`config.mk`:
```
export PLATFORM = sky130hd
export DESIGN_NAME = rpm_core
export DESIGN_NICKNAME = d
export VERILOG_FILES = /design/src/core/rpm_pkg.sv /design/src/core/rpm_core.sv /design/src/core/rpm_xin_div.sv
export SDC_FILE = /design/constraint.sdc
export NUM_CORES = 1
export LEC_CHECK = 0
export ABC_AREA = 1
export BUFFER_PORTS_ARGS = -buffer_cell sky130_fd_sc_hd__buf_2
export CAP_MARGIN = 20
export CELL_PAD_IN_SITES_DETAIL_PLACEMENT = 1
export CELL_PAD_IN_SITES_GLOBAL_PLACEMENT = 1
export CORE_MARGIN = 3
export CORE_UTILIZATION = 37
export DETAILED_ROUTE_END_ITERATION = 8
export PLACE_DENSITY = 0.88
export SLEW_MARGIN = 20
export SYNTH_ARGS = -nofsm -noshare
export SYNTH_HDL_FRONTEND = slang
export SYNTH_SLANG_ARGS = --single-unit
```
`constraint.sdc`:
```
create_clock -name clk -period 1.7 [get_ports clk]
set_clock_uncertainty 0.1 [all_clocks]
set_input_delay 0.34 -clock clk [delete_from_list [all_inputs] [get_ports clk]]
set_output_delay 0.34 -clock clk [all_outputs]
set_load 0.02 [all_outputs]
```
`src/core/rpm_pkg.sv`:
```
// Shared constants and carrier types for the reset and power mode control.
// Assumes a single 40 MHz system clock; every pin is already synchronous.
package rpm_pkg;

    // System clock period in nanoseconds
    localparam int RPM_CLK_PERIOD_NS = 25;

    // Internal (divided) clock ticks in one machine cycle
    localparam logic [3:0] RPM_MC_TICKS = 4'h6;
    // Machine cycles the reset pin must stay high
    localparam logic [3:0] RPM_RST_MCYCLES = 4'h2;
    // Internal ticks the reset pin must stay high, derived from the above
    localparam logic [4:0] RPM_RST_TICKS =
        5'(RPM_MC_TICKS * RPM_RST_MCYCLES);

    // Length of the serial programming entry pattern
    localparam int RPM_KEY_BITS = 10;
    // Entry pattern; the value is arbitrary
    localparam logic [9:0] RPM_KEY_VALUE = 10'h2a5;

    // Power control register layout and reset value
    localparam int RPM_POWER_CONTROL_REG_IDLE_BIT = 0;
    localparam int RPM_POWER_CONTROL_REG_PD_BIT = 1;
    localparam logic [7:0] RPM_POWER_CONTROL_REG_RESET = 8'h00;

    // Data pointer reset value
    localparam logic [15:0] RPM_PTR_RESET = 16'h0000;

    // One-hot operating states
    typedef enum logic [4:0] {
        RPM_ST_RESET = 5'h01,
        RPM_ST_RUN = 5'h02,
        RPM_ST_IDLE = 5'h04,
        RPM_ST_PDOWN = 5'h08,
        RPM_ST_PROG = 5'h10
    } rpm_state_e;

    // Run enables handed to the rest of the chip
    typedef struct packed {
        logic cpu_run;   // CPU executes
        logic adc_run;   // A/D converter clocked
        logic pwm_run;   // PWM clocked
        logic keep_run;  // Timer 0, serial bus, its watchdog, interrupts
        logic osc_run;   // Oscillator running
        logic sfr_keep;  // Special function registers guaranteed kept
        logic ram_keep;  // Internal RAM guaranteed kept
        logic port_hold; // Port pins hold their latched data
    } rpm_mode_s;

    // Data pointer commands from the CPU
    typedef struct packed {
        logic wr_hi;      // Write pointer_high_byte
        logic wr_lo;      // Write pointer_low_byte
        logic wr_pair;    // Write both bytes at once
        logic inc;        // Increment the 16-bit pair
        logic [15:0] data; // Write data, low byte used for single writes
    } rpm_ptr_cmd_s;

endpackage

```
`src/core/rpm_core.sv`:
```
// Reset entry, programming entry, idle and power-down control, power
// control register and data pointer pair of a small microcontroller.
// Assumes all pins are sampled synchronously to clk; the CPU reports the
// end of each instruction with instr_done.
// Functional notes
// - Reset pin high two machine cycles resets
// - Ten-bit LSB-first pattern after reset enters programming
// - Crystal input divided by two first
// - Idle stops CPU, A/D and PWM
// - Idle keeps timer, serial bus, interrupts running
// - Idle starts after requesting instruction completes
// - Idle keeps CPU, RAM and registers
// - Enabled interrupt ends idle into its handler
// - Hardware reset ends idle like power-on
// - Power-down stops oscillator after requesting instruction
// - Power-down keeps only internal RAM
// - Only hardware reset ends power-down
// - Mode bits live in power control register
// - Ports hold data, except PWM output pin
// - Pointer pair: 16-bit or two bytes
`timescale 1ns/10ps
`default_nettype none
module rpm_core
    import rpm_pkg::*;
(
    // Clock and reset
    input wire logic clk,
    input wire logic sys_rst,
    // Device pins
    input wire logic reset_pin,
    input wire logic crystal_input,
    output logic pwm_output_pin,
    // PWM generator level before the pin
    input wire logic pwm_level,
    // CPU side
    input wire logic instr_done,
    input wire logic irq_pending,
    input wire logic power_control_reg_wr,
    input wire logic [7:0] power_control_reg_wdata,
    input wire rpm_ptr_cmd_s ptr_cmd,
    // Status and control outputs
    output logic device_reset,
    output logic prog_state,
    output logic irq_wake,
    output logic int_tick,
    output rpm_mode_s run_ctl,
    output logic [7:0] power_control_reg,
    output logic [15:0] data_pointer_pair
);
    rpm_state_e state_reg, state_next; // Operating state
    logic [4:0] rst_cnt_reg, rst_cnt_next; // Ticks with reset pin high
    logic [9:0] key_reg, key_next;  // Shift register, LSB first in
    logic armed_reg, armed_next;    // Entry pattern may still arrive
    logic [7:0] power_control_reg_reg, power_control_reg_next; // Power control register
    logic [15:0] ptr_reg, ptr_next; // Data pointer pair
    rpm_mode_s mode_reg, mode_next; // Registered run enables
    logic wake_reg;                 // Interrupt wake pulse
    logic pwm_pin_reg;              // Registered PWM pin
    logic xin_rise;                 // Crystal rising edge
    logic div_q;                    // Divide-by-two output

    // Crystal divider feeding every internal timing decision
    rpm_xin_div u_div (
        .clk(clk),
        .sys_rst(sys_rst),
        .crystal_input(crystal_input),
        .osc_run(mode_reg.osc_run),
        .xin_rise(xin_rise),
        .div_q(div_q),
        .int_tick(int_tick)
    );

    // Decoded conditions
    wire in_run = (state_reg == RPM_ST_RUN);
    wire in_idle = (state_reg == RPM_ST_IDLE);
    wire in_pd = (state_reg == RPM_ST_PDOWN);
    wire in_reset = (state_reg == RPM_ST_RESET);
    // Reset pin held long enough while the oscillator runs
    wire rst_long = reset_pin & int_tick
        & (rst_cnt_reg == RPM_RST_TICKS - 5'h01);
    // The oscillator is stopped in power-down, so the pin acts directly
    wire hw_reset = rst_long | (in_pd & reset_pin);
    // Pattern bit is sampled on the crystal edge the programmer aligns to
    wire key_shift = armed_reg & xin_rise;
    wire [9:0] key_shifted = {reset_pin, key_reg[9:1]};
    wire key_hit = key_shift & (key_shifted == RPM_KEY_VALUE);
    // Mode bits as the CPU sees them, including a write this cycle
    wire [7:0] power_control_reg_eff = power_control_reg_wr ? power_control_reg_wdata : power_control_reg_reg;
    wire want_pd = instr_done & power_control_reg_eff[RPM_POWER_CONTROL_REG_PD_BIT];
    wire want_idle = instr_done & power_control_reg_eff[RPM_POWER_CONTROL_REG_IDLE_BIT];
    wire wake_int = in_idle & irq_pending & ~hw_reset;

    // Reset pin counter in internal ticks
    always_comb begin
        rst_cnt_next = rst_cnt_reg;
        if (!reset_pin) begin
            rst_cnt_next = 5'h00;
        end else if (int_tick && rst_cnt_reg != RPM_RST_TICKS) begin
            rst_cnt_next = rst_cnt_reg + 5'h01;
        end
    end

    // State transitions; hardware reset wins over everything
    always_comb begin
        state_next = state_reg;
        case (state_reg)
            RPM_ST_RESET: begin
                // Leave reset once the pin falls
                if (!reset_pin) begin
                    state_next = RPM_ST_RUN;
                end
            end
            RPM_ST_RUN: begin
                if (key_hit) begin
                    state_next = RPM_ST_PROG;
                end else if (want_pd) begin
                    state_next = RPM_ST_PDOWN;
                end else if (want_idle) begin
                    state_next = RPM_ST_IDLE;
                end
            end
            RPM_ST_IDLE: begin
                // Only an enabled interrupt or a reset ends idle
                if (wake_int) begin
                    state_next = RPM_ST_RUN;
                end
            end
            RPM_ST_PDOWN: begin
                // Interrupts are ignored here
                state_next = RPM_ST_PDOWN;
            end
            RPM_ST_PROG: begin
                state_next = RPM_ST_PROG;
            end
            default: begin
                state_next = RPM_ST_RESET;
            end
        endcase
        if (hw_reset) begin
            state_next = RPM_ST_RESET;
        end
    end

    // Entry pattern window opens at reset and closes at first instruction
    always_comb begin
        armed_next = armed_reg;
        key_next = key_reg;
        if (in_reset) begin
            armed_next = 1'b1;
        end else if (instr_done || key_hit || !in_run) begin
            armed_next = 1'b0;
        end
        if (key_shift) begin
            key_next = key_shifted;
        end
        if (hw_reset) begin
            key_next = 10'h000;
        end
    end

    // Power control register; mode bits drop when their mode ends
    always_comb begin
        power_control_reg_next = power_control_reg_reg;
        if (power_control_reg_wr) begin
            power_control_reg_next = power_control_reg_wdata;
        end
        if (wake_int) begin
            power_control_reg_next[RPM_POWER_CONTROL_REG_IDLE_BIT] = 1'b0;
        end
        if (hw_reset || in_reset) begin
            power_control_reg_next = RPM_POWER_CONTROL_REG_RESET;
        end
    end

    // Data pointer pair, written as one word or as two bytes
    always_comb begin
        ptr_next = ptr_reg;
        if (ptr_cmd.wr_pair) begin
            ptr_next = ptr_cmd.data;
        end else if (ptr_cmd.inc) begin
            ptr_next = ptr_reg + 16'h0001;
        end else begin
            if (ptr_cmd.wr_hi) begin
                ptr_next[15:8] = ptr_cmd.data[7:0];
            end
            if (ptr_cmd.wr_lo) begin
                ptr_next[7:0] = ptr_cmd.data[7:0];
            end
        end
        // CPU is frozen in idle, so registers stay as they are
        if (state_reg != RPM_ST_RUN) begin
            ptr_next = ptr_reg;
        end
        if (hw_reset || in_reset) begin
            ptr_next = RPM_PTR_RESET;
        end
    end

    // Run enables decoded from the next state so they line up with it
    always_comb begin
        mode_next = '0;
        mode_next.ram_keep = 1'b1;
        case (state_next)
            RPM_ST_RUN: begin
                mode_next.cpu_run = 1'b1;
                mode_next.adc_run = 1'b1;
                mode_next.pwm_run = 1'b1;
                mode_next.keep_run = 1'b1;
                mode_next.osc_run = 1'b1;
                mode_next.sfr_keep = 1'b1;
            end
            RPM_ST_IDLE: begin
                // CPU, A/D and PWM sleep, the rest keeps going
                mode_next.keep_run = 1'b1;
                mode_next.osc_run = 1'b1;
                mode_next.sfr_keep = 1'b1;
                mode_next.port_hold = 1'b1;
            end
            RPM_ST_PDOWN: begin
                // Oscillator off; registers are not guaranteed
                mode_next.port_hold = 1'b1;
            end
            RPM_ST_RESET, RPM_ST_PROG: begin
                mode_next.osc_run = 1'b1;
            end
            default: begin
                mode_next.osc_run = 1'b1;
            end
        endcase
    end

    // State and counters
    always_ff @(posedge clk) begin
        if (sys_rst) begin
            state_reg <= RPM_ST_RESET;
            rst_cnt_reg <= 5'h00;
            armed_reg <= 1'b0;
            key_reg <= 10'h000;
        end else begin
            state_reg <= state_next;
            rst_cnt_reg <= rst_cnt_next;
            armed_reg <= armed_next;
            key_reg <= key_next;
        end
    end

    // Registers seen by the CPU and the chip
    always_ff @(posedge clk) begin
        if (sys_rst) begin
            power_control_reg_reg <= RPM_POWER_CONTROL_REG_RESET;
            ptr_reg <= RPM_PTR_RESET;
            mode_reg <= '0;
            wake_reg <= 1'b0;
            pwm_pin_reg <= 1'b1;
        end else begin
            power_control_reg_reg <= power_control_reg_next;
            ptr_reg <= ptr_next;
            mode_reg <= mode_next;
            wake_reg <= wake_int;
            // PWM pin idles high instead of holding its level
            pwm_pin_reg <= mode_next.pwm_run ? pwm_level : 1'b1;
        end
    end

    // Outputs
    assign device_reset = in_reset;
    assign prog_state = (state_reg == RPM_ST_PROG);
    assign irq_wake = wake_reg;
    assign run_ctl = mode_reg;
    assign power_control_reg = power_control_reg_reg;
    assign data_pointer_pair = ptr_reg;
    assign pwm_output_pin = pwm_pin_reg;
endmodule
`default_nettype wire

```
`src/core/rpm_xin_div.sv`:
```
// Crystal input edge detector and divide-by-two stage.
// Assumes crystal_input is already synchronous to clk and much slower.
`timescale 1ns/10ps
`default_nettype none
module rpm_xin_div
    import rpm_pkg::*;
(
    // Clock and reset
    input wire logic clk,
    input wire logic sys_rst,
    // Crystal side
    input wire logic crystal_input,
    input wire logic osc_run,
    // Divided clock side
    output logic xin_rise,
    output logic div_q,
    output logic int_tick
);
    logic xin_reg;  // Previous crystal level
    logic div_reg;  // Divide-by-two flip-flop
    logic tick_reg; // One-cycle pulse per divided period

    // Rising edge of the crystal while the oscillator is allowed to run
    assign xin_rise = crystal_input & ~xin_reg & osc_run;
    assign div_q = div_reg;
    assign int_tick = tick_reg;

    // Toggle on every crystal rise so the duty cycle never matters
    always_ff @(posedge clk) begin
        if (sys_rst) begin
            xin_reg <= 1'b0;
            div_reg <= 1'b0;
            tick_reg <= 1'b0;
        end else begin
            xin_reg <= crystal_input;
            div_reg <= div_reg ^ xin_rise;
            tick_reg <= xin_rise & div_reg;
        end
    end

endmodule
`default_nettype wire

```
# --- Word level (Yosys, flattened, before mapping) ---
# Cells that the tools add are included.
classes:
  n_shift: 0
  magnitude_cmp: 0
  mul: 0
  div: 0
  n_addsub: 2
  n_mux: 19
  bitwise_logic: 19
  reduce_logical: 17
  eq_ne: 12
ops:
  columns: ["operator", "n"]
  rows:
  - ["$mux W16", 2]
  - ["$mux W5", 6]
  - ["$pmux W5 S5", 1]
  - ["$add A16 B1 Y16 const B", 1]
  - ["$mux W8", 2]
  - ["$eq A5 B4 Y1 const B", 3]
  - ["$and A1 B1 Y1", 12]
  - ["$reduce_or A2 Y1", 6]
  - ["$eq A10 B10 Y1 const B", 1]
  - ["$eq A5 B2 Y1 const B", 2]
  - ["$eq A5 B3 Y1 const B", 2]
  - ["$reduce_bool A3 Y1", 2]
  - ["$add A5 B1 Y5 const B", 1]
  - ["$eq A5 B1 Y1 const B", 1]
  - ["$eq A5 B5 Y1 const B", 1]
  - ["$mux W1", 5]
  - ["$ne A5 B2 Y1 const B", 1]
  - ["$ne A5 B4 Y1 const B", 1]
  - ["$not A1 Y1", 5]
  - ["$mux W2", 2]
  - ["$reduce_and A2 Y1", 2]
  - ["$logic_or A1 B1 Y1", 3]
  - ["$mux W3", 1]
  - ["$reduce_or A3 Y1", 1]
  - ["5 further kinds", 5]
word_totals:
  out_inout_bits: 37
  rom_bits: 0
  mem_bits_rw: 0
  elab_cells: 90
  latch_bits: 0
  ff_bits: 57
  input_bits: 36
  n_memories: 0

# --- Logic depth before layout (Yosys ltp) ---
depth:
  depth_word: 12
  depth_mapped: 11

# --- Hierarchy ---
# A second synthesis with hierarchy kept.
hier_totals:
  cells_unflattened: 431
  area_unflattened_um2: 2892.8
by_module_without_submodules:
  columns: ["module", "instances", "area_each_um2", "cells_each", "seq_area_each_um2"]
  rows:
  - ["rpm_core", 1, 2787.7, 419, 1021.0]
  - ["rpm_xin_div", 1, 105.1, 12, 60.1]

# --- Worst setup path after synthesis ---
# Ideal clock, no wire load.
synth_timing:
  path_kind: "reg2reg"
  from: "reg ptr_reg[0] (netlist: data_pointer_pair[0])"
  to: "reg ptr_reg[8] (netlist: data_pointer_pair[8])"
  setup_slack_ns: 0.054
  required_time_ns: 1.485
  arrival_time_ns: 1.431
  synth_period_minus_slack_ns: 1.646
  stages_incl_launch_ff: 9
  cell_sequence: "dfxtp_1 ha_1 nand2_1 nor2_1 nand3_1 nand2_1 nand2_1 a21oi_1 nor2_1"
synth_between:
  elab_chain_len: 3
synth_rtl:
  columns: ["item", "line_no", "rtl"]
  rows:
  - ["from (decl)", "rpm_core.sv:55", "logic [15:0] ptr_reg, ptr_next;"]
  - ["from (signal assigned)", "rpm_core.sv:257", "ptr_reg <= ptr_next;"]
  - ["$add A16 B1 Y16", "rpm_core.sv:181", "ptr_next = ptr_reg + 16'h0001;"]
  - ["$mux W16", "rpm_core.sv:180", "end else if (ptr_cmd.inc) begin"]
  - ["$mux W16", "rpm_core.sv:178", "if (ptr_cmd.wr_pair) begin"]
# Every way passes these cells.
# A chain may end at the register's enable or synchronous reset.

# --- Final worst setup path ---
layout_timing:
  from: "reg state_reg[0]"
  to: "out device_reset"
layout_between:
  elab_chain_len: 1
layout_rtl:
  columns: ["item", "line_no", "rtl"]
  rows:
  - ["from (decl)", "rpm_core.sv:50", "rpm_state_e state_reg, state_next;"]
  - ["from (signal assigned)", "rpm_core.sv:240", "state_reg <= state_next;"]
  - ["$eq A5 B1 Y1", "rpm_core.sv:77", "wire in_reset = (state_reg == RPM_ST_RESET);"]
  - ["to (decl)", "rpm_core.sv:42", "output logic device_reset,"]
# Every way passes these cells.

==> metrics.txt <==
H-tree levels=2; final worst-path cycle share=104.8%; worst slew pin tran=332.2 ps; Initial Util=38.21%; Worst setup SP type=register; CTS Buf Count=5; final setup fails=1; die area=0.009132 sq mm; relative slew slack=77.77%; critical path's top delay family=flip-flops; Post-Synthesis Net Count=488; path category of the worst min-delay check=in2reg; root buffer cell=clkbuf_8; share of layout cells above drive strength 1=26.54%; min cycle time layout=1782 ps; initial drt markers=103; DPL Wire Length=6928 microns; CP required=1260 ps; crit path max fanout=3; initial antenna violation count=0; Largest stage delay, worst path=370 ps; Die Span X=95.56 microns; Distinct cells, synth=33; antenna diode instance count=0; status=finished with violations; commonest non-fill, non-tap cell in the layout=nand2_1; CP arrival=1340 ps; power per cell area=694.9 mW/mm^2; Worst VDD drop=0.3312 mV; GRT Overall Usage=20.23%; post-layout total power=2568 uW; Syn-to-layout area delta=24.54%; max reg flops=16; die extent in y=95.56 microns; most frequent cells in the layout=nand2_1, buf_2, inv_1; cell chain of the critical path=inv_1, nor2_1, nand3_2, inv_2, buf_4; gr ovfl total=0; post-route worst setup slack=-82.28 ps; number of global-route vias before repair=3,113; first-pass GRT wire length=14,510 microns; clock-pin transition on the worst setup and hold timing paths=110 ps; routed via count=3,241; cell area after synthesis=0.002968 sq mm; Avg Vias per Cell=5.088; CTS hold repair buffers=0; critical path's slowest cell=dfxtp_2; design area=0.003696 sq mm; Seq/Total Area, Yosys=36.42%; RSZ-0062 raised after global routing=true; # rows=32; Setup TNS=-82.28 ps; Slew Limit Fails=0; TritonCTS clock tree=built; MaxCap Viol Count=0; DRT Pass-1 Iters=4; Layout Nets=574; post-route antenna net violation count=0; gpl congestion=0.8710; CP endpoint kind=output port; Post-DP Area=0.003471 sq mm; Final Hold Viols=0; Synth Register Bits=54; Remaining DRCs=0; Core Area=0.007767 sq mm; largest net degree at the start of global routing=19; average size of a mapped cell=6.625 sq um; Core Util, Final=47.58%; clk sinks=54; WL final=9475 microns; failing checks=setup timing; Yosys warning total=0; Max Fclk=561.1 MHz; # IOs=73; static leakage=0.001784 uW; WHS=120.5 ps; synthesized netlist cell count=448; Avg WL per Cell=14.87 microns; Clock Path Buffers=2; number of buffers added on ports=72; Worst-Skew Late Latency=330 ps; CP Buf/Inv Count=3; Crit Path Class=reg2out
## path summary, 6_finish.rpt
| check | startpoint | endpoint | slack [ps] | cells after the start |
|---|---|---|---|---|
| worst max register to register | state_reg[3] | data_pointer_pair[5] | 0 | 9 |
| worst min-delay path | pwm_level | pwm_output_pin | 120 | 2 |
| worst max-delay path | state_reg[0] | device_reset | -80 | 5 |
| worst min register to register | power_control_reg[7] | power_control_reg[7] | 370 | 2 |
## Yosys cell counts
cell	n	area share, %
o21ai_0	17	2.9
inv_1	62	7.8
nand2_4	2	0.76
nor2_1	58	7.3
nor3_1	7	1.2
inv_2	3	0.38
nand3b_1	1	0.25
nor2_8	1	0.67
nand3_2	1	0.34
nor2_4	2	0.76
nor3_2	1	0.34
a21oi_2	6	1.8
nor2_2	3	0.63
or2_2	1	0.21
nand2_2	1	0.21
nand3_1	29	4.9
inv_4	1	0.21
buf_4	7	1.8
a22o_1	4	1.2
nand2_1	121	15
dfxtp_1	54	36
nand4_2	1	0.42
buf_2	4	0.67
o21ai_1	7	1.2
a211oi_2	1	0.42
a21o_1	1	0.25
clkinv_1	1	0.13
xor2_1	3	0.89
nand4_1	10	2.1
a21oi_1	30	5.1
ha_1	4	1.7
buf_6	2	0.76
o21ai_4	2	1.1
## kinds of logic (layout without fill, tap and decap cells)
family / Yosys count / count (layout) / share of synthesized area (%)
flip-flops: 54 / 54 / 36.43
adder cells (fa/ha/maj): 4 / 4 / 1.686
buffers and inverters: 80 / 167 / 11.76
AO/OA/AOI/OAI: 68 / 68 / 13.83
AND/OR/NAND/NOR: 239 / 239 / 35.41
XOR/XNOR: 3 / 3 / 0.8855
## metrics by stage
stage               setup slack (ps)  std cells
global route                  -157.6        637
CTS                            30.46        632
global placement               74.59        622
detailed placement            0.3907        622
finish                        -82.28        637
floorplan                      53.71        448
## repair_timing
action,CTS,global route
gates resized for setup,8,14
gates cloned,0,0
pin swaps,2,6
buffers inserted,2,5
setup endpoints to repair,3,23
## worst register-to-register path, stage by stage (launching register included)
cell and delay (ps):
dfxtp_4 380, nor2_4 170, buf_6 130, nand2_4 60, nor2_8 150, o21ai_4 110
buf_12 140, a21oi_1 110, o21ai_1 100, a21oi_1 160
## cell type report
type | count | area (sq um)
timing repair buffer | 92 | 545.5
tap | 102 | 127.6
clock buffer | 5 | 68.82
clock inverter | 3 | 25.02
sequential | 54 | 1089
inverter | 67 | 254.0
fill | 1071 | 4071
multi-input combinational | 314 | 1587
## routing by layer
| layer | wire length [microns] | part of all wire (%) | GRT usage (%) |
|---|---|---|---|
| met1 | 4216 | 44 | 25.93 |
| met4 | 128 | 1.4 | 5.569 |
| met5 | 0 | 0 | 0 |
| met3 | 530 | 5.6 | 3.946 |
| met2 | 4600 | 49 | 34.45 |
## report_power, final
group	internal [uW]	switching, uW	leakage [uW]
logic	162	285	0.00130
clock network	299	494	0.0000447
registers	1300	27.2	0.000439
total	1760	806	0.00178
Power figures use the tool's default switching activity.
